==> src/pkg/tmr_pkg.sv <==
/*
 Shared constants for the auto-reload timer with capture: register byte addresses,
 control bit positions, reset values, divider counts, bus responses and modes.
 Assumes a 32-bit AXI4-Lite bus with a 12-bit byte address.
*/
package tmr_pkg;
	// ----------------------------------------------------------------
	// Register indices and byte addresses
	// ----------------------------------------------------------------
	localparam logic [9:0] IDX_CONTROL = 10'h0C8;
	localparam logic [9:0] IDX_RELOAD_LOW = 10'h0CA;
	localparam logic [9:0] IDX_RELOAD_HIGH = 10'h0CB;
	localparam logic [9:0] IDX_COUNT_LOW = 10'h0CC;
	localparam logic [9:0] IDX_COUNT_HIGH = 10'h0CD;
	localparam logic [9:0] IDX_CLOCK_CONTROL = 10'h0D0;
	localparam logic [9:0] IDX_INTERRUPT_ENABLE = 10'h0D1;
	localparam int ADDR_W = 12;
	localparam logic [11:0] ADDR_CONTROL = {IDX_CONTROL, 2'b00};
	localparam logic [11:0] ADDR_RELOAD_LOW = {IDX_RELOAD_LOW, 2'b00};
	localparam logic [11:0] ADDR_RELOAD_HIGH = {IDX_RELOAD_HIGH, 2'b00};
	localparam logic [11:0] ADDR_COUNT_LOW = {IDX_COUNT_LOW, 2'b00};
	localparam logic [11:0] ADDR_COUNT_HIGH = {IDX_COUNT_HIGH, 2'b00};
	localparam logic [11:0] ADDR_CLOCK_CONTROL = {IDX_CLOCK_CONTROL, 2'b00};
	localparam logic [11:0] ADDR_INTERRUPT_ENABLE = {IDX_INTERRUPT_ENABLE, 2'b00};
	// ----------------------------------------------------------------
	// Field positions and reset values
	// ----------------------------------------------------------------
	localparam int BIT_HIGH_FLAG = 7;
	localparam int BIT_LOW_FLAG = 6;
	localparam int BIT_LOW_IRQ_EN = 5;
	localparam int BIT_CAPTURE_EN = 4;
	localparam int BIT_SPLIT = 3;
	localparam int BIT_RUN = 2;
	localparam int BIT_EXT_CLK = 0;
	localparam int BIT_LOW_SEL = 0;
	localparam int BIT_HIGH_SEL = 1;
	localparam int BIT_TIMER_IRQ_EN = 0;
	localparam logic [7:0] CONTROL_RESET = 8'h00;
	localparam logic [7:0] BYTE_RESET = 8'h00;
	localparam logic [7:0] BYTE_ONES = 8'hFF;
	// ----------------------------------------------------------------
	// Tick dividers and bus answers
	// ----------------------------------------------------------------
	localparam int SYS_DIV = 12;
	localparam int EXT_DIV = 8;
	localparam logic [3:0] SYS_DIV_LAST = 4'(SYS_DIV - 1);
	localparam logic [2:0] EXT_DIV_LAST = 3'(EXT_DIV - 1);
	localparam logic [1:0] RESP_OKAY = 2'h0;
	localparam logic [1:0] RESP_SLVERR = 2'h2;
	typedef enum logic [2:0] {
		MODE_AUTO16 = 3'h1,
		MODE_SPLIT = 3'h2,
		MODE_CAPTURE = 3'h4
	} mode_t;
endpackage

==> src/pkg/tick_if.sv <==
/*
 Tick carrier between the tick generator and the timer core.
 Both ticks are one-cycle pulses on the system clock.
*/
`timescale 1ns/1ps
interface tick_if;
	logic div12Tick;
	logic extTick;
	modport gen (output div12Tick, output extTick);
	modport use_side (input div12Tick, input extTick);
endinterface

==> src/rtl/autoreload_timer_with_capture.sv <==
/*
 Auto-reload timer with comparator capture, 16-bit or split 8-bit, AXI4-Lite slave.
 Assumes comparatorOut and extOsc are asynchronous; the bus master keeps AXI4-Lite rules.
*/
// Added by the designer: register access over AXI4-Lite.
// How it works
// - 16-bit mode: on wrap from all ones, load reload value, set high flag.
// - Control bit 3 picks one 16-bit counter or two 8-bit counters.
// - Timer interrupt enabled: every 16-bit overflow raises the interrupt.
// - 16-bit mode with low interrupt enable: low byte wrap also interrupts.
// - Split mode: each half reloads from its own reload byte on wrap.
// - Split mode: run bit gates only the high half; low always counts.
// - Per-half select: 1 system clock, 0 divide-by-12 or external divide-by-8.
// - External divide-by-8 tick is synchronised before advancing any counter.
// - Split mode: high wrap sets high flag, low wrap sets low flag.
// - Low byte wrap sets the low flag in every mode.
// - Split mode interrupts on high wrap, or either wrap with low enable.
// - Capture mode only with capture enable set and split cleared.
// - Comparator rising edge copies count to reload, sets high flag.
// - Capture mode ticks from system clock or divide-by-12 only.
// - Control register holds flags, enables, mode, run, clock select; resets zero.
// - Run bit set enables counting; split mode affects only the high half.
// - Control bit 1 reads zero and ignores writes.
`timescale 1ns/1ps
module autoreload_timer_with_capture (
	input wire logic clk,
	input wire logic sys_rst,
	input wire logic extOsc,
	input wire logic comparatorOut,
	output logic timerIrq,
	input wire logic [11:0] s_axi_awaddr,
	input wire logic s_axi_awvalid,
	output logic s_axi_awready,
	input wire logic [31:0] s_axi_wdata,
	input wire logic [3:0] s_axi_wstrb,
	input wire logic s_axi_wvalid,
	output logic s_axi_wready,
	output logic [1:0] s_axi_bresp,
	output logic s_axi_bvalid,
	input wire logic s_axi_bready,
	input wire logic [11:0] s_axi_araddr,
	input wire logic s_axi_arvalid,
	output logic s_axi_arready,
	output logic [31:0] s_axi_rdata,
	output logic [1:0] s_axi_rresp,
	output logic s_axi_rvalid,
	input wire logic s_axi_rready
);
	// ----------------------------------------------------------------
	// State
	// ----------------------------------------------------------------
	logic highFlag;
	logic lowFlag;
	logic lowIrqEnable;
	logic captureEnable;
	logic splitMode;
	logic runControl;
	logic extClockSelect;
	logic lowHalfClockSelect;
	logic highHalfClockSelect;
	logic timerIrqEnable;
	logic [7:0] countLow;
	logic [7:0] countHigh;
	logic [7:0] reloadLow;
	logic [7:0] reloadHigh;
	logic compMeta;
	logic compSync;
	logic compDelay;
	logic [11:0] awAddr;
	logic [31:0] wData;
	logic [3:0] wStrb;
	logic [7:0] next_countLow;
	logic [7:0] next_countHigh;
	logic setHigh;
	logic setLow;
	tmr_pkg::mode_t mode;
	tick_if ticks ();

	clock_tick_gen tickGen (
		.clk(clk),
		.sys_rst(sys_rst),
		.extOsc(extOsc),
		.ticks(ticks.gen)
	);

	// ----------------------------------------------------------------
	// Decoding
	// ----------------------------------------------------------------
	function automatic logic regHit(input logic [11:0] addr, input logic [11:0] target);
		regHit = (addr[11:2] == target[11:2]);
	endfunction

	function automatic logic selectTick(input logic sel, input logic xclk,
		input logic div12, input logic ext);
		selectTick = sel ? 1'b1 : (xclk ? ext : div12);
	endfunction

	wire doWrite = !s_axi_awready && !s_axi_wready && !s_axi_bvalid;
	wire lane0 = doWrite && wStrb[0];
	wire wrControl = lane0 && regHit(awAddr, tmr_pkg::ADDR_CONTROL);
	wire wrReloadLow = lane0 && regHit(awAddr, tmr_pkg::ADDR_RELOAD_LOW);
	wire wrReloadHigh = lane0 && regHit(awAddr, tmr_pkg::ADDR_RELOAD_HIGH);
	wire wrCountLow = lane0 && regHit(awAddr, tmr_pkg::ADDR_COUNT_LOW);
	wire wrCountHigh = lane0 && regHit(awAddr, tmr_pkg::ADDR_COUNT_HIGH);
	wire wrClockControl = lane0 && regHit(awAddr, tmr_pkg::ADDR_CLOCK_CONTROL);
	wire wrIrqEnable = lane0 && regHit(awAddr, tmr_pkg::ADDR_INTERRUPT_ENABLE);
	wire writeMapped = regHit(awAddr, tmr_pkg::ADDR_CONTROL)
		|| regHit(awAddr, tmr_pkg::ADDR_RELOAD_LOW) || regHit(awAddr, tmr_pkg::ADDR_RELOAD_HIGH)
		|| regHit(awAddr, tmr_pkg::ADDR_COUNT_LOW) || regHit(awAddr, tmr_pkg::ADDR_COUNT_HIGH)
		|| regHit(awAddr, tmr_pkg::ADDR_CLOCK_CONTROL)
		|| regHit(awAddr, tmr_pkg::ADDR_INTERRUPT_ENABLE);

	wire [7:0] controlValue = {highFlag, lowFlag, lowIrqEnable, captureEnable,
		splitMode, runControl, 1'b0, extClockSelect};
	wire [7:0] clockControlValue = {6'h00, highHalfClockSelect, lowHalfClockSelect};
	wire [7:0] irqEnableValue = {7'h00, timerIrqEnable};
	wire hitControl = regHit(s_axi_araddr, tmr_pkg::ADDR_CONTROL);
	wire hitReloadLow = regHit(s_axi_araddr, tmr_pkg::ADDR_RELOAD_LOW);
	wire hitReloadHigh = regHit(s_axi_araddr, tmr_pkg::ADDR_RELOAD_HIGH);
	wire hitCountLow = regHit(s_axi_araddr, tmr_pkg::ADDR_COUNT_LOW);
	wire hitCountHigh = regHit(s_axi_araddr, tmr_pkg::ADDR_COUNT_HIGH);
	wire hitClockControl = regHit(s_axi_araddr, tmr_pkg::ADDR_CLOCK_CONTROL);
	wire hitIrqEnable = regHit(s_axi_araddr, tmr_pkg::ADDR_INTERRUPT_ENABLE);
	wire readMapped = hitControl || hitReloadLow || hitReloadHigh || hitCountLow
		|| hitCountHigh || hitClockControl || hitIrqEnable;
	wire [7:0] readByte = hitControl ? controlValue :
		hitReloadLow ? reloadLow :
		hitReloadHigh ? reloadHigh :
		hitCountLow ? countLow :
		hitCountHigh ? countHigh :
		hitClockControl ? clockControlValue :
		hitIrqEnable ? irqEnableValue : 8'h00;

	// ----------------------------------------------------------------
	// Mode, ticks and capture edge
	// ----------------------------------------------------------------
	assign mode = splitMode ? tmr_pkg::MODE_SPLIT :
		(captureEnable ? tmr_pkg::MODE_CAPTURE : tmr_pkg::MODE_AUTO16);
	wire xclkEff = extClockSelect && (mode != tmr_pkg::MODE_CAPTURE);
	wire lowTick = selectTick(lowHalfClockSelect, xclkEff,
		ticks.div12Tick, ticks.extTick);
	wire highTick = selectTick(highHalfClockSelect, xclkEff,
		ticks.div12Tick, ticks.extTick);
	wire compRise = compSync && !compDelay;
	wire captureEvt = compRise && (mode == tmr_pkg::MODE_CAPTURE);
	wire [15:0] count16 = {countHigh, countLow};
	wire [15:0] count16Inc = count16 + 16'h0001;
	wire irqCause = highFlag || (lowIrqEnable && lowFlag);

	// ----------------------------------------------------------------
	// Counter next state
	// ----------------------------------------------------------------
	always_comb begin
		next_countLow = countLow;
		next_countHigh = countHigh;
		setHigh = 1'b0;
		setLow = 1'b0;
		unique case (mode)
			tmr_pkg::MODE_AUTO16, tmr_pkg::MODE_CAPTURE: begin
				if (runControl && lowTick) begin
					setLow = (countLow == tmr_pkg::BYTE_ONES);
					if (count16 == 16'hFFFF) begin
						next_countLow = reloadLow;
						next_countHigh = reloadHigh;
						setHigh = 1'b1;
					end else begin
						next_countLow = count16Inc[7:0];
						next_countHigh = count16Inc[15:8];
					end
				end
			end
			tmr_pkg::MODE_SPLIT: begin
				if (lowTick) begin
					setLow = (countLow == tmr_pkg::BYTE_ONES);
					next_countLow = setLow ? reloadLow : countLow + 8'h01;
				end
				if (runControl && highTick) begin
					setHigh = (countHigh == tmr_pkg::BYTE_ONES);
					next_countHigh = setHigh ? reloadHigh : countHigh + 8'h01;
				end
			end
		endcase
	end

	// ----------------------------------------------------------------
	// Timer registers
	// ----------------------------------------------------------------
	always_ff @(posedge clk) begin
		if (sys_rst) begin
			{highFlag, lowFlag, lowIrqEnable, captureEnable} <= tmr_pkg::CONTROL_RESET[7:4];
			{splitMode, runControl, extClockSelect} <= 3'h0;
			lowHalfClockSelect <= 1'b0;
			highHalfClockSelect <= 1'b0;
			timerIrqEnable <= 1'b0;
			countLow <= tmr_pkg::BYTE_RESET;
			countHigh <= tmr_pkg::BYTE_RESET;
			reloadLow <= tmr_pkg::BYTE_RESET;
			reloadHigh <= tmr_pkg::BYTE_RESET;
			compMeta <= 1'b0;
			compSync <= 1'b0;
			compDelay <= 1'b0;
			timerIrq <= 1'b0;
		end else begin
			compMeta <= comparatorOut;
			compSync <= compMeta;
			compDelay <= compSync;
			timerIrq <= timerIrqEnable && irqCause;
			highFlag <= (wrControl ? wData[tmr_pkg::BIT_HIGH_FLAG] : highFlag)
				|| setHigh || captureEvt;
			lowFlag <= (wrControl ? wData[tmr_pkg::BIT_LOW_FLAG] : lowFlag) || setLow;
			if (wrControl) begin
				lowIrqEnable <= wData[tmr_pkg::BIT_LOW_IRQ_EN];
				captureEnable <= wData[tmr_pkg::BIT_CAPTURE_EN];
				splitMode <= wData[tmr_pkg::BIT_SPLIT];
				runControl <= wData[tmr_pkg::BIT_RUN];
				extClockSelect <= wData[tmr_pkg::BIT_EXT_CLK];
			end
			if (wrClockControl) begin
				lowHalfClockSelect <= wData[tmr_pkg::BIT_LOW_SEL];
				highHalfClockSelect <= wData[tmr_pkg::BIT_HIGH_SEL];
			end
			if (wrIrqEnable) begin
				timerIrqEnable <= wData[tmr_pkg::BIT_TIMER_IRQ_EN];
			end
			countLow <= wrCountLow ? wData[7:0] : next_countLow;
			countHigh <= wrCountHigh ? wData[7:0] : next_countHigh;
			if (captureEvt) begin
				reloadLow <= countLow;
				reloadHigh <= countHigh;
			end else begin
				if (wrReloadLow) begin
					reloadLow <= wData[7:0];
				end
				if (wrReloadHigh) begin
					reloadHigh <= wData[7:0];
				end
			end
		end
	end

	// ----------------------------------------------------------------
	// AXI4-Lite slave
	// ----------------------------------------------------------------
	always_ff @(posedge clk) begin
		if (sys_rst) begin
			s_axi_awready <= 1'b1;
			s_axi_wready <= 1'b1;
			s_axi_bvalid <= 1'b0;
			s_axi_bresp <= tmr_pkg::RESP_OKAY;
			awAddr <= 12'h000;
			wData <= 32'h00000000;
			wStrb <= 4'h0;
		end else begin
			if (s_axi_awvalid && s_axi_awready) begin
				awAddr <= s_axi_awaddr;
				s_axi_awready <= 1'b0;
			end
			if (s_axi_wvalid && s_axi_wready) begin
				wData <= s_axi_wdata;
				wStrb <= s_axi_wstrb;
				s_axi_wready <= 1'b0;
			end
			if (doWrite) begin
				s_axi_bvalid <= 1'b1;
				s_axi_bresp <= writeMapped ? tmr_pkg::RESP_OKAY : tmr_pkg::RESP_SLVERR;
			end
			if (s_axi_bvalid && s_axi_bready) begin
				s_axi_bvalid <= 1'b0;
				s_axi_awready <= 1'b1;
				s_axi_wready <= 1'b1;
			end
		end
	end

	always_ff @(posedge clk) begin
		if (sys_rst) begin
			s_axi_arready <= 1'b1;
			s_axi_rvalid <= 1'b0;
			s_axi_rdata <= 32'h00000000;
			s_axi_rresp <= tmr_pkg::RESP_OKAY;
		end else begin
			if (s_axi_arvalid && s_axi_arready) begin
				s_axi_arready <= 1'b0;
				s_axi_rvalid <= 1'b1;
				s_axi_rdata <= {24'h000000, readByte};
				s_axi_rresp <= readMapped ? tmr_pkg::RESP_OKAY : tmr_pkg::RESP_SLVERR;
			end
			if (s_axi_rvalid && s_axi_rready) begin
				s_axi_rvalid <= 1'b0;
				s_axi_arready <= 1'b1;
			end
		end
	end
endmodule

==> src/rtl/clock_tick_gen.sv <==
/*
 Tick generator: system clock divided by 12, and external oscillator divided by 8.
 Assumes extOsc is asynchronous to clk and slower than half the clk rate.
*/
`timescale 1ns/1ps
module clock_tick_gen (
	input wire logic clk,
	input wire logic sys_rst,
	input wire logic extOsc,
	tick_if.gen ticks
);
	logic [3:0] sysCount;
	logic extMeta;
	logic extSync;
	logic extDelay;
	logic [2:0] extCount;
	wire extRise = extSync && !extDelay;

	// ----------------------------------------------------------------
	// Dividers
	// ----------------------------------------------------------------
	always_ff @(posedge clk) begin
		if (sys_rst) begin
			sysCount <= 4'h0;
			ticks.div12Tick <= 1'b0;
		end else begin
			ticks.div12Tick <= (sysCount == tmr_pkg::SYS_DIV_LAST);
			sysCount <= (sysCount == tmr_pkg::SYS_DIV_LAST) ? 4'h0 : sysCount + 4'h1;
		end
	end

	always_ff @(posedge clk) begin
		if (sys_rst) begin
			extMeta <= 1'b0;
			extSync <= 1'b0;
			extDelay <= 1'b0;
			extCount <= 3'h0;
			ticks.extTick <= 1'b0;
		end else begin
			extMeta <= extOsc;
			extSync <= extMeta;
			extDelay <= extSync;
			ticks.extTick <= extRise && (extCount == tmr_pkg::EXT_DIV_LAST);
			if (extRise) begin
				extCount <= extCount + 3'h1;
			end
		end
	end
endmodule
==> config.mk <==
export PLATFORM = sky130hd
export DESIGN_NAME = autoreload_timer_with_capture
export DESIGN_NICKNAME = d
export VERILOG_FILES = /design/src/pkg/tmr_pkg.sv /design/src/pkg/tick_if.sv /design/src/rtl/autoreload_timer_with_capture.sv /design/src/rtl/clock_tick_gen.sv
export SDC_FILE = /design/constraint.sdc
export NUM_CORES = 1
export LEC_CHECK = 0
export ABC_CLOCK_PERIOD_IN_PS = 1920
export BUFFER_PORTS_ARGS = -buffer_cell sky130_fd_sc_hd__buf_4
export CAP_MARGIN = 20
export CORE_MARGIN = 2
export CORE_UTILIZATION = 55
export DETAILED_ROUTE_END_ITERATION = 16
export GPL_TIMING_DRIVEN = 0
export HOLD_SLACK_MARGIN = 0.08
export PLACE_DENSITY = 0.89
export SYNTH_ARGS = -nofsm -noshare
export SYNTH_HDL_FRONTEND = slang
export SYNTH_HIERARCHICAL = 1
export SYNTH_SLANG_ARGS = --single-unit
==> constraint.sdc <==
create_clock -name clk -period 1.92 [get_ports clk]
set_input_delay 0.096 -clock clk [delete_from_list [all_inputs] [get_ports clk]]
set_output_delay 0.096 -clock clk [all_outputs]
set_load 0.1 [all_outputs]
Yosys cells after proc, flatten, opt, wreduce, memory -nomap -nowiden
Index checks and enable logic that the tools add are counted.
Widths: inputs -> output; s select.
{"block": "op_classes", "n_addsub": 5, "eq_ne": 27, "mux": 39, "reduce_logical": 53}
{"cell": "$mux 8", "count": 19}
{"cell": "$eq 10x8->1 const B", "count": 14}
{"cell": "$pmux 8 s2", "count": 2}
{"cell": "$logic_and 1x1->1", "count": 24}
{"cell": "$add 16x1->16 const B", "count": 1}
{"cell": "$add 8x1->8 const B", "count": 2}
{"cell": "$eq 16x16->1 const B", "count": 1}
{"cell": "$eq 8x8->1 const B", "count": 2}
{"cell": "$logic_or 1x1->1", "count": 16}
{"cell": "$ne 3x3->1 const B", "count": 5}
{"cell": "$mux 1", "count": 11}
{"cell": "$reduce_or 2->1", "count": 4}
{"cell": "$eq 3x3->1 const B", "count": 2}
{"cell": "$mux 2", "count": 3}
{"cell": "$mux 3", "count": 2}
{"cell": "$logic_not 1->1", "count": 5}
{"cell": "$add 4x1->4 const B", "count": 1}
{"cell": "$eq 4x4->1 const B", "count": 1}
{"cell": "$pmux 1 s2", "count": 2}
{"cell": "$reduce_and 2->1", "count": 2}
{"cell": "$reduce_bool 2->1", "count": 2}
{"cell": "$add 3x1->3 const B", "count": 1}
{"cell": "$eq 3x1->1 const B", "count": 1}
{"cell": "$eq 3x2->1 const B", "count": 1}
{"block": "word_totals", "register_bits": 96, "in_bits": 69, "out_inout_bits": 42, "elab_cells": 160}

Depth between registers and ports, before layout
Gate-level depths: netlist (run 1).
{"block": "depth", "word_depth": 11, "mapped_depth": 7, "mapped_depth_nobuf": 6}

Hierarchy
The synthesis (run 1) kept the hierarchy.
{"module": "autoreload_timer_with_capture", "instances": 1, "cells_each": 606, "area_per_inst_um2": 4789.6, "seq_area_each_um2": 1601.5}
{"module": "clock_tick_gen", "instances": 1, "cells_each": 40, "area_per_inst_um2": 431.7, "seq_area_each_um2": 240.2}

Worst setup path before layout (run 1)
OpenSTA, ideal clock, no wires.
{"block": "synth_timing", "kind": "reg-to-reg", "start": "reg s_axi_awready", "end": "reg countHigh[3]", "setup_time_ns": 0.134, "t_arrival_ns": 2.067, "t_required_ns": 1.786, "setup_slack_ns": -0.282, "stages_incl_launch_ff": 7, "n_path_buf": 1, "synth_period_minus_slack_ns": 2.202, "cell_sequence": "dfxtp_1 -> or3_4 -> nor3b_2 -> and2_1 -> buf_4 -> a2111oi_0 -> a211oi_1"}
{"block": "synth_via", "elab_chain_len": 7, "word_cells_on_any_way": 9, "classes_between": "2 x eq/ne; 1 x mux; 6 x reduce/logical"}
{"item": "start, declared", "line": "autoreload_timer_with_capture.sv:33", "text": "output logic s_axi_awready,"}
{"item": "start signal, assigned", "line": "autoreload_timer_with_capture.sv:246", "text": "s_axi_awready <= 1'b1;"}
{"item": "start signal, assigned", "line": "autoreload_timer_with_capture.sv:256", "text": "s_axi_awready <= 1'b0;"}
{"item": "start signal, assigned", "line": "autoreload_timer_with_capture.sv:269", "text": "s_axi_awready <= 1'b1;"}
{"item": "$logic_not 1->1 (*)", "line": "autoreload_timer_with_capture.sv:98", "text": "wire doWrite = !s_axi_awready && !s_axi_wready && !s_axi_bvalid;"}
{"item": "$logic_and 1x1->1 (*) (2 in a row)", "line": "autoreload_timer_with_capture.sv:98"}
{"item": "$logic_and 1x1->1 (*)", "line": "autoreload_timer_with_capture.sv:99", "text": "wire lane0 = doWrite && wStrb[0];"}
{"item": "$logic_and 1x1->1 (*)", "line": "autoreload_timer_with_capture.sv:104", "text": "wire wrCountHigh = lane0 && regHit(awAddr, tmr_pkg::ADDR_COUNT_HIGH);"}
{"item": "$ne 3x3->1 (no source line)"}
{"item": "$reduce_and 2->1 (no source line)"}
{"item": "end signal, assigned", "line": "autoreload_timer_with_capture.sv:196", "text": "countHigh <= tmr_pkg::BYTE_RESET;"}
{"item": "end signal, assigned", "line": "autoreload_timer_with_capture.sv:226", "text": "countHigh <= wrCountHigh ? wData[7:0] : next_countHigh;"}
{"item": "end, declared", "line": "autoreload_timer_with_capture.sv:63", "text": "logic [7:0] countHigh;"}
Mark *: on every way between the ends. The rest lies on a longest branch, timed or not.
A chain may end at the register's enable or synchronous reset.

Worst setup path after layout (run 1)
{"block": "layout_timing", "start": "reg countLow[1]", "end": "reg countLow[1]"}
{"block": "layout_via", "elab_chain_len": 5, "word_cells_on_any_way": 10, "classes_between": "2 x add/sub; 2 x eq/ne; 6 x mux"}
{"item": "start, declared", "line": "autoreload_timer_with_capture.sv:62", "text": "logic [7:0] countLow;"}
{"item": "start signal, assigned", "line": "autoreload_timer_with_capture.sv:195", "text": "countLow <= tmr_pkg::BYTE_RESET;"}
{"item": "start signal, assigned", "line": "autoreload_timer_with_capture.sv:225", "text": "countLow <= wrCountLow ? wData[7:0] : next_countLow;"}
{"item": "$add 16x1->16 (tied with other cells)", "line": "autoreload_timer_with_capture.sv:147", "text": "wire [15:0] count16Inc = count16 + 16'h0001;"}
{"item": "$mux 8, on equally long branches", "line": "autoreload_timer_with_capture.sv:162, autoreload_timer_with_capture.sv:175"}
{"item": "$mux 8, on equally long branches", "line": "autoreload_timer_with_capture.sv:160, autoreload_timer_with_capture.sv:173"}
{"item": "$pmux 8 s2 (*)", "line": "autoreload_timer_with_capture.sv:158", "text": "unique case (mode)"}
{"item": "$mux 8 (*)", "line": "autoreload_timer_with_capture.sv:225"}
Mark *: on every way between the ends. The rest lies on a longest branch, timed or not. The select of a mux whose other input is x is not followed.

==> results of run 1 <==
[sequential cells by signal (all words and copies together) (netlist names), 3 cells and up]
register and count:
tickGen/extCount 3, wData 8, countHigh 8, s_axi_rdata 8, reloadLow 8, countLow 8
reloadHigh 8, awAddr 10, tickGen/sysCount 4
[worst max-delay path, cell delays in order (launching register included)]
cell and delay (ns):
dfxtp_4 0.39, ha_4 0.14, nand4_1 0.14, buf_6 0.17, nor2_4 0.21, buf_8 0.18
a21boi_0 0.10, a211oi_1 0.30, o32ai_1 0.14
[worst min-delay path by stage]
stage	startpoint	slack (ns)	depth (start not counted)	to
5_1_grt	s_axi_arvalid	0.21	4	s_axi_rdata[0]
4_1_cts	s_axi_arvalid	0.16	4	s_axi_rdata[0]
3_5_place_dp	sys_rst	0.29	2	tickGen/extDelay
2_1_floorplan	sys_rst	0.17	1	tickGen/extDelay
3_3_place_gp	sys_rst	0.28	2	tickGen/extDelay
6_report	s_axi_araddr[7]	0.17	4	s_axi_rresp[1]
[metal layers]
| layer | track usage, % | wire length (µm) | share of wire, % | vias up |
|---|---|---|---|---|
| met4 | 14.2 | 806 | 4.6 | 0 |
| met2 | 57.2 | 8610 | 49 | 345 |
| met5 | 0 | 0 | 0 | - |
| li1 | - | - | - | 2618 |
| met1 | 41.5 | 6630 | 38 | 2673 |
| met3 | 6.69 | 1520 | 8.6 | 79 |
[power breakdown]
group	switching, µW	total (µW)	internal [µW]	leakage [µW]
combinational	559	787	228	0.00179
sequential	66.2	2030	1960	0.000755
clock	815	1330	516	0.0000985
total	1440	4140	2700	0.00264
[per-stage QoR]
stage,cells,setup WS [ns],power (µW),setup TNS [ns]
floorplan,671,0.0296,2620,0
global placement,852,-0.462,2770,-6.61
detailed placement,852,-0.549,2780,-7.93
CTS,902,-0.0650,4110,-0.175
global route,927,-0.0336,4270,-0.140
finish,927,0.0249,4140,0
[area by class of cell]
class	instances	area, µm²	share of cell area, %
inverter	14	56.3	0.817
timing repair buffer	113	917	13.3
tap	129	161	2.34
sequential	92	1870	27.1
clock buffer	9	124	1.80
clock inverter	7	75.1	1.09
multi-input combinational	497	3260	47.2
buffer	66	435	6.32
[logic make-up (layout without fill, tap and decap cells)]
logic type	count (synthesis)	after routing	synth area share (%)
AOI/OAI and AO/OA	150	150	19.2
buffers and inverters	82	209	8.46
DFF	92	92	35.3
other	1	26	0.0718
and+or+nand+nor	296	296	32.0
muxes	13	13	2.64
adders and majority gates	5	5	1.20
xor gates and xnor gates	7	7	1.17
[what timing repair did]
action | 4_1_cts | 5_1_grt
cloned | 0 | 1
endpoints found under the setup margin | 33 | 34
resized for setup | 30 | 56
buffers inserted | 7 | 26
endpoints found under the hold margin | 28 | 0
pin swaps | 8 | 25
hold buffers | 27 | 0
[cell usage in the layout, fill, tap and decap left out, types with 14 or more instances in the layout]
master         synthesis  routed
a21oi_1               43      42
a31oi_1               14      14
buf_4                 28     112
conb_1                 1      26
dfxtp_1               92      79
dlygate4sd3_1          0      27
nand2_1               75      73
nand3_1               33      30
nor2_1                40      39
nor3_1                26      25
nor3b_1               20      19
nor4_1                18      15
o21ai_0               26      25
==> out/metrics.csv, run 1 <==
stage,metric,value,unit
die,die_w,101,µm
finish,final_util,74.6,%
setup_path,cp_max_fo,8,
finish,antennaDiodeCount,0,
clock_network,cts_buffers,9,
grt,grt_max_degree,20,
die,die_height,101,µm
route,vias,5715,
clock_network,cts.sinks,92,
die,dieArea,10300,µm²
route,drc,0,
sta,worstMarginPinSlew,0.801,ns
die,start_util,56.5,%
synth,synthCells,646,
synth,syn_area,5220,µm²
finish,drive_gt1_share,27.4,%
synth,synth-edff-count,0,
placement,gp_congestion,0.965,
setup_path,cp-startpoint,countLow[1],
finish,fin_area,6890,µm²
job,cap_violations,0,
synth,ys_warn_count,6,
synth,syn_area_per_cell,8.08,µm²
placement,post_dp_cell_area,5880,µm²
grt,grt_usage,33.6,%
setup_path,rr_worst_depth,8,
sta,fin_crit_sh,98.7,%
synth,synth.area.top_cells,"dfxtp_1, nand2_1, a21oi_1, buf_4, nand3_1",
clock_network,clkTransAtPathRegs,0.10,ns
finish,fillers,676,
placement,io_buffers,52,
synth,yosysTopAreaCellShare,35.3,%
route,first_iter_violations,515,
synth,synthTopCellsByCount,"dfxtp_1, nand2_1, a21oi_1, nor2_1, nand3_1",
clock_network,cts.htree.levels,3,
setup_path,worstSetupPathType,reg -> reg,
setup_path,critPathArrivalTime,2.14,ns
sta,skew,0.0171,ns
synth,ys_types,80,
synth,synth_seq_cells,92,
setup_path,rr_startpoint,countLow[1],
sta,hold_violations,0,
sta,max_freq,0.528,GHz
die,core_area,9240,µm²
pwr,peakVddDrop,596,µV
setup_path,r2r_end,countLow[1],
setup_path,cp.required,2.17,ns
grt,grt_pass1_vias,5208,
route,avgViaCountPerCell,6.17,
finish,synthToLayoutAreaGrowth,32.0,%
pwr,total_leakage_power,0.00264,µW
synth,yosysMostFrequentCell,dfxtp_1,
grt,grt_pass1_wl,26800,µm
synth,synth-seq-area-share,35.3,%
synth,yosys_most_used_dff,dfxtp_1,
grt,antenna_found_initial,0,
placement,hpwlAfterDp,11800,µm
clock_network,cts-root-buf,clkbuf_8,
sta,maxSlewHeadroom,46.1,%
clock_network,clk_latency,0.38,ns
sta,setup_viol,0,
setup_path,crit_path_start_kind,register,
route,drt_wl_total,17600,µm
synth,synth_top_area_cell,dfxtp_1,
sta,hold_ws,0.173,ns
die,core.rowCount,35,
sta,fin_crit,1.90,ns
route,dr.pass1.iters,6,
worst_hold_path,worstHoldPathType,in -> reg,
clock_network,cts_tree,built,
setup_path,endpoint,countLow[1],
setup_path,r2r_slack,0.02,ns
pwr,power_density,601,nW/µm²
route,wl_per_cell,18.9,µm
synth,async_flop_share,0,%
clock_network,cts_max_path_buffers,2,
die,io_pins,111,
route,antenna_left,0,
sta,drv_slew,0,
setup_path,setup.worst_path.end_class,register,
outcome,status,"complete, no violations",
finish,final_nets,867,
grt,grt-ovfl-total,0,
Note: power is estimated with default switching activity, not from simulation.
==> run 2, diff against run 1 <==
--- a/config.mk
+++ b/config.mk
@@ -5,15 +5,15 @@
 export SDC_FILE = /design/constraint.sdc
 export NUM_CORES = 1
 export LEC_CHECK = 0
-export ABC_CLOCK_PERIOD_IN_PS = 1920
+export ABC_CLOCK_PERIOD_IN_PS = 1700
 export BUFFER_PORTS_ARGS = -buffer_cell sky130_fd_sc_hd__buf_4
 export CAP_MARGIN = 20
 export CORE_MARGIN = 2
-export CORE_UTILIZATION = 55
+export CORE_UTILIZATION = 50
 export DETAILED_ROUTE_END_ITERATION = 16
 export GPL_TIMING_DRIVEN = 0
 export HOLD_SLACK_MARGIN = 0.08
-export PLACE_DENSITY = 0.89
+export PLACE_DENSITY = 0.86
 export SYNTH_ARGS = -nofsm -noshare
 export SYNTH_HDL_FRONTEND = slang
 export SYNTH_HIERARCHICAL = 1
==> constraint.sdc (replaced) <==
create_clock -name clk -period 1.7 [get_ports clk]
set_input_delay 0.085 -clock clk [delete_from_list [all_inputs] [get_ports clk]]
set_output_delay 0.085 -clock clk [all_outputs]
set_load 0.1 [all_outputs]
==> run 2 against run 1 <==
Compared with the run above: the flow now finishes with violations (setup timing); global-route usage decreased by 0.39 points; clock power increased by 15%; worst setup slack got worse by 0.16 ns; core utilization decreased by 1.2 points; via count increased by 5.6%; highest routed layer unchanged; cell count increased by 4.1%.
==> out/metrics.csv, run 2 (synthesis results as in run 1) <==
stage,metric,value,unit,change
sta,fin_crit,1.83,ns,was 1.90 ns
route,drc,0,,unchanged
setup_path,cp-startpoint,countLow[1],,unchanged
die,die_w,106,µm,was 101 µm
route,dr.pass1.iters,7,,was 6
sta,setup_ws,-0.135,ns,was 0.0249 ns
finish,antennaDiodeCount,0,,unchanged
setup_path,setup.worst_path.end_class,register,,unchanged
sta,max_freq,0.545,GHz,was 0.528 GHz
outcome,status,"finished, violations left",,"was complete, no violations"
sta,hold_violations,0,,unchanged
finish,largest-register,awAddr,,unchanged
grt,grt-ovfl-total,0,,unchanged
sta,worstMarginPinSlew,0.764,ns,was 0.801 ns
grt,grt_pass1_wl,29000,µm,was 26800 µm
placement,gp_congestion,0.994,,was 0.965
setup_path,cp.required,1.96,ns,was 2.17 ns
route,first_iter_violations,708,,was 515
placement,post_dp_cell_area,5950,µm²,was 5880 µm²
grt,grt_max_degree,20,,unchanged
finish,layout_common_cells,"buf_4, dfxtp_1, nand2_1",,unchanged
setup_path,critPathTopFamily,simple AND/OR/NAND/NOR gates,,was compound AO/OA/AOI/OAI gates
placement,io_buffers,52,,unchanged
sta,rsz0062_at_grt,yes,,
die,io_pins,111,,unchanged
setup_path,critPathArrivalTime,2.10,ns,was 2.14 ns
die,die_height,106,µm,was 101 µm
sta,drv_slew,0,,unchanged
route,wl_per_cell,20.2,µm,was 18.9 µm
placement,placedCellCount,859,,was 852
sta,hold_ws,0.118,ns,was 0.173 ns
clock_network,cts_buffers,9,,unchanged
setup_path,worst_path_max_delay_cell,or3_1,,was dfxtp_4
worst_hold_path,worstHoldPathType,in -> reg,,unchanged
clock_network,cts.htree.levels,3,,unchanged
finish,final_common_cell,buf_4,,unchanged
clock_network,cts.sinks,92,,unchanged
clock_network,cts_max_path_buffers,2,,unchanged
route,avgViaCountPerCell,6.25,,was 6.17
worst_hold_path,holdCritStartpoint,s_axi_arvalid,,was s_axi_araddr[7]
die,dieArea,11300,µm²,was 10300 µm²
route,drt_wl_total,19500,µm,was 17600 µm
job,cap_violations,0,,unchanged
pwr,finalPower,4730,µW,was 4140 µW
sta,fin_crit_sh,108,%,was 98.7%
finish,largest_reg_flops,10,,unchanged
clock_network,cts-root-buf,clkbuf_8,,unchanged
outcome,violations,setup timing,,
clock_network,cts_tree,built,,unchanged
pwr,total_leakage_power,0.00296,µW,was 0.00264 µW
die,core_area,10200,µm²,was 9240 µm²
grt,grt_pass1_vias,5567,,was 5208
sta,maxSlewHeadroom,49.1,%,was 46.1%
clock_network,clkTransAtPathRegs,0.12,ns,was 0.10 ns
route,antenna_left,0,,unchanged
sta,tns,-1.70,ns,was 0 ns
route,vias,6033,,was 5715
setup_path,rr_startpoint,countLow[1],,unchanged
die,start_util,51.0,%,was 56.5%
finish,final_nets,898,,was 867
pwr,peakVddDrop,467,µV,was 596 µV
setup_path,slowest_delay,0.42,ns,was 0.39 ns
setup_path,crit_path_start_kind,register,,unchanged
clock_network,clk_latency,0.39,ns,was 0.38 ns
finish,synthToLayoutAreaGrowth,43.9,%,was 32.0%
setup_path,cp_max_fo,4,,was 8
sta,skew,0.0185,ns,was 0.0171 ns
placement,hpwlAfterDp,12200,µm,was 11800 µm
setup_path,path_cells,"buf_6, nand4_1, or3_1, xnor2_1, a2111oi_2, a211oi_1",,"was ha_4, nand4_1, buf_6, nor2_4, buf_8, a21boi_0, a211oi_1, o32ai_1"
finish,fin_area,7510,µm²,was 6890 µm²
pwr,power_density,630,nW/µm²,was 601 nW/µm²
setup_path,worstSetupPathType,reg -> reg,,unchanged
finish,drive_gt1_share,35.6,%,was 27.4%
sta,setup_viol,27,,was 0
die,core.rowCount,37,,was 35
grt,antenna_found_initial,0,,unchanged
grt,grt_usage,33.2,%,was 33.6%
finish,fin_cells,965,,was 927
setup_path,critPathBufInv,1,,was 2
## run 2: cell count changes in the layout (fill, tap and decap cells not counted), sizes merged
cell,delta
clkbuf,-2
clkinv,-2
inv,+1
clkinvlp,+1
buf,+33
## run 2: worst paths after layout
kind              slack (ns)  cells after the start               end
setup / recovery       -0.13                      6      countHigh[3]
hold / removal          0.12                      4    s_axi_rdata[7]
setup reg to reg       -0.13                      6      countHigh[3]
hold reg to reg         0.45                      1  tickGen/extDelay
## run 2: layout make-up
cell class                      instances  area, µm²
Buffer                                 64        458
Clock buffer                            9        124
Clock inverter                          7       75.1
Fill cell                             738       2720
Inverter                               14       60.1
Multi-Input combinational cell        497       3500
Sequential cell                        92       1880
Tap cell                              136        170
Timing Repair Buffer                  146       1240
## run 2: through the flow
| stage | setup WS, ns | util [%] |
|---|---|---|
| final | -0.135 | 73.4 |
| after global routing | -0.208 | 73.4 |
| after CTS | -0.0854 | 69.3 |
| after detailed placement | -0.596 | 58.1 |
| after global placement | -0.636 | 58.1 |
| after floorplan | -0.0985 | - |
## run 2: what timing repair did
item / 4_1_cts / 5_1_grt
gates cloned: 3 / 0
buffers inserted: 48 / 16
setup endpoints to repair: 41 / 46
hold buffers: 26 / 1
pin swaps: 38 / 37
resized for setup: 92 / 66
hold endpoints to repair: 28 / 1
## run 2: power breakdown
part | switching (µW) | internal (µW)
combinational | 644 | 266
clock | 944 | 586
sequential | 79.2 | 2210
total | 1670 | 3060
## run 2: layer usage
metal / global-route usage, % / part of all wire, % / wire length, µm
met5: 0 / 0 / 0
met4: 16.8 / 5.9 / 1140
met3: 7.60 / 10 / 2000
met2: 54.7 / 47 / 9220
met1: 40.7 / 37 / 7170
## run 2: tightest hold or removal path, delay by kind of cell
family	cells	cell delay, ns
AO/OA/AOI/OAI	1	0.05
AND/OR/NAND/NOR	2	0.24
buffers and inverters	1	0.09
==> run 3, diff against run 2 <==
--- a/config.mk
+++ b/config.mk
@@ -5,15 +5,16 @@
 export SDC_FILE = /design/constraint.sdc
 export NUM_CORES = 1
 export LEC_CHECK = 0
-export ABC_CLOCK_PERIOD_IN_PS = 1700
+export ABC_CLOCK_PERIOD_IN_PS = 2300
 export BUFFER_PORTS_ARGS = -buffer_cell sky130_fd_sc_hd__buf_4
 export CAP_MARGIN = 20
 export CORE_MARGIN = 2
-export CORE_UTILIZATION = 50
+export CORE_UTILIZATION = 59
 export DETAILED_ROUTE_END_ITERATION = 16
 export GPL_TIMING_DRIVEN = 0
 export HOLD_SLACK_MARGIN = 0.08
-export PLACE_DENSITY = 0.86
+export MAX_ROUTING_LAYER = met4
+export PLACE_DENSITY = 0.94
 export SYNTH_ARGS = -nofsm -noshare
 export SYNTH_HDL_FRONTEND = slang
 export SYNTH_HIERARCHICAL = 1
==> constraint.sdc (replaced) <==
create_clock -name clk -period 2.3 [get_ports clk]
set_input_delay 0.115 -clock clk [delete_from_list [all_inputs] [get_ports clk]]
set_output_delay 0.115 -clock clk [all_outputs]
set_load 0.1 [all_outputs]
==> run 3 against run 2 <==
Compared with the run above: the flow now finishes without violations; final area fell by 15%; sequential share of layout area up 3.8 points; sequential cell count did not move; clock-buffer cell count did not move; wire length increased by 1.3%; non-clock buffer count fell by 57; total power is 26% lower.
==> out/metrics.csv, run 3 (synthesis results as in run 1) <==
stage,metric,value,unit,change
outcome,status,"complete, no violations",,"was finished, violations left"
die,start_util,60.5,%,was 51.0%
sta,hold_violations,0,,unchanged
sta,drv_slew,0,,unchanged
setup_path,critPathArrivalTime,2.53,ns,was 2.10 ns
grt,antenna_found_initial,0,,unchanged
clock_network,cts.sinks,92,,unchanged
die,die_height,98.1,µm,was 106 µm
finish,synthToLayoutAreaGrowth,22.3,%,was 43.9%
route,wl_per_cell,22.5,µm,was 20.2 µm
die,core.rowCount,34,,was 37
finish,final_common_cell,dfxtp_1,,was buf_4
clock_network,cts_tree,built,,unchanged
placement,gp_congestion,0.979,,was 0.994
die,die_w,98.1,µm,was 106 µm
placement,placedCellCount,831,,was 859
route,vias,5875,,was 6033
setup_path,critPathBufInv,4,,was 1
die,io_pins,111,,unchanged
grt,grt_usage,41.9,%,was 33.2%
die,core_area,8640,µm²,was 10200 µm²
grt,grt_max_degree,19,,was 20
finish,layout_common_cells,"dfxtp_1, buf_4, nand2_1",,"was buf_4, dfxtp_1, nand2_1"
job,cap_violations,0,,unchanged
setup_path,cp_max_fo,10,,was 4
pwr,total_leakage_power,0.00244,µW,was 0.00296 µW
grt,grt_pass1_wl,30900,µm,was 29000 µm
die,dieArea,9620,µm²,was 11300 µm²
pwr,peakVddDrop,482,µV,was 467 µV
clock_network,clk_latency,0.36,ns,was 0.39 ns
grt,grt_pass1_vias,5694,,was 5567
setup_path,cp-startpoint,sys_rst,,was countLow[1]
sta,setup_viol,0,,was 27
setup_path,worst_path_max_delay_cell,buf_1,,was or3_1
setup_path,path_cells,"buf_4, clkbuf_1, buf_1, a21oi_1, o21ai_0, dlygate4sd3_1",,"was buf_6, nand4_1, or3_1, xnor2_1, a2111oi_2, a211oi_1"
setup_path,critPathTopFamily,buffers and inverters,,was simple AND/OR/NAND/NOR gates
route,drc,0,,unchanged
finish,fin_cells,880,,was 965
pwr,power_density,546,nW/µm²,was 630 nW/µm²
grt,met2_usage,69.1,%,was 54.7%
clock_network,cts_buffers,9,,unchanged
route,first_iter_violations,707,,was 708
setup_path,setup.worst_path.end_class,register,,unchanged
finish,final_util,73.9,%,was 73.4%
finish,largest_reg_flops,10,,unchanged
finish,antennaDiodeCount,0,,unchanged
clock_network,cts-root-buf,clkbuf_8,,unchanged
grt,grt.busiest_layer,met2,,unchanged
grt,grt-ovfl-total,0,,unchanged
sta,fin_crit,2.21,ns,
placement,io_buffers,52,,unchanged
setup_path,crit_path_start_kind,input pin,,was register
finish,drive_gt1_share,19.7,%,was 35.6%
clock_network,cts_max_path_buffers,2,,unchanged
sta,skew,0.0116,ns,was 0.0185 ns
finish,largest-register,awAddr,,unchanged
worst_hold_path,holdCritStartpoint,s_axi_arvalid,,unchanged
worst_hold_path,worstHoldPathType,in -> reg,,unchanged
sta,maxSlewHeadroom,33.1,%,was 49.1%
placement,hpwlAfterDp,12800,µm,was 12200 µm
setup_path,rr_startpoint,countLow[1],,unchanged
setup_path,slowest_delay,0.73,ns,was 0.42 ns
route,dr.pass1.iters,5,,was 7
grt,grt.met3_usage,8.16,%,was 7.60%
sta,max_freq,0.452,GHz,
setup_path,worstSetupPathType,in -> reg,,was reg -> reg
finish,final_nets,841,,was 898
setup_path,cp.required,2.62,ns,was 1.96 ns
route,avgViaCountPerCell,6.68,,was 6.25
clock_network,clkTransAtPathRegs,0.11,ns,was 0.12 ns
sta,fin_crit_sh,96.1,%,
route,drt_wl_total,19800,µm,was 19500 µm
clock_network,cts.htree.levels,3,,unchanged
finish,fillers,640,,was 738
grt,use_met1,49.9,%,was 40.7%
route,antenna_left,0,,unchanged
sta,worstMarginPinSlew,0.995,ns,was 0.764 ns
## run 3: cell count changes in the layout (fill, tap and decap cells not counted), moves of 6 or more
cell and change:
buf_4 -46, buf_6 -19, nor3_4 -6, nor3_1 +15, buf_2 +7, dfxtp_1 +19
dfxtp_2 -13, clkbuf_1 +9, dfxtp_4 -6, nor4_1 +7, nor3_2 -9, nor3b_1 +7
## run 3: what timing repair did
| action | 4_1_cts | 5_1_grt |
|---|---|---|
| hold buffers | 27 | 0 |
| gates resized for setup | 4 | 8 |
| endpoints found under the setup margin | 10 | 9 |
| endpoints found under the hold margin | 28 | 0 |
| setup buffers | 0 | 6 |
| pin swaps | 0 | 3 |
## run 3: worst min-delay path, stage by stage
cell,delay (ns)
buf_4,0.09
nand2_1,0.15
nand2_1,0.11
a21oi_1,0.06
## run 3: cell type report
type	count	area, µm²	share of cell area (%)
Multi-Input combinational cell	497	3060	48.0
Sequential cell	92	1840	28.9
Tap cell	108	135	2.12
Clock buffer	9	124	1.94
Buffer	68	393	6.15
Timing Repair Buffer	85	706	11.1
Inverter	14	52.6	0.823
Clock inverter	7	68.8	1.08
## run 3: path summary, 6_finish.rpt
path	end	slack, ns	cells after the start
worst min-delay path	s_axi_rdata[7]	0.19	4
worst max-delay path	s_axi_awready	0.09	6
worst max register to register	countHigh[0]	0.10	7
worst min register to register	compSync	0.48	1
## run 3: routing by layer
metal / up-vias / part of all wire [%] / wire [µm]
met3: 120 / 10 / 2050
li1: 2564 / - / -
met5: - / 0 / 0
met2: 455 / 47 / 9330
met1: 2736 / 37 / 7350
met4: 0 / 5.3 / 1050
## run 3: power breakdown
group / switching (µW) / internal [µW] / leakage, µW
combinational: 486 / 187 / 0.00159
clock: 694 / 423 / 0.0000964
sequential: 59.7 / 1640 / 0.000749
total: 1240 / 2250 / 0.00244
## run 3: per-stage QoR
stage | worst slack (ns) | power [µW] | hold WS [ns] | instance area (µm²) | setup TNS, ns
after floorplan | 0.0980 | 2190 | 0.187 | 5320 | 0
after global placement | -0.323 | 2310 | 0.301 | 5840 | -0.766
after detailed placement | -0.229 | 2330 | 0.317 | 5840 | -0.631
after CTS | 0.00698 | 3430 | 0.195 | 6310 | 0
after global routing | -0.00150 | 3560 | 0.225 | 6390 | -0.00150
final | 0.0888 | 3490 | 0.194 | 6390 | 0
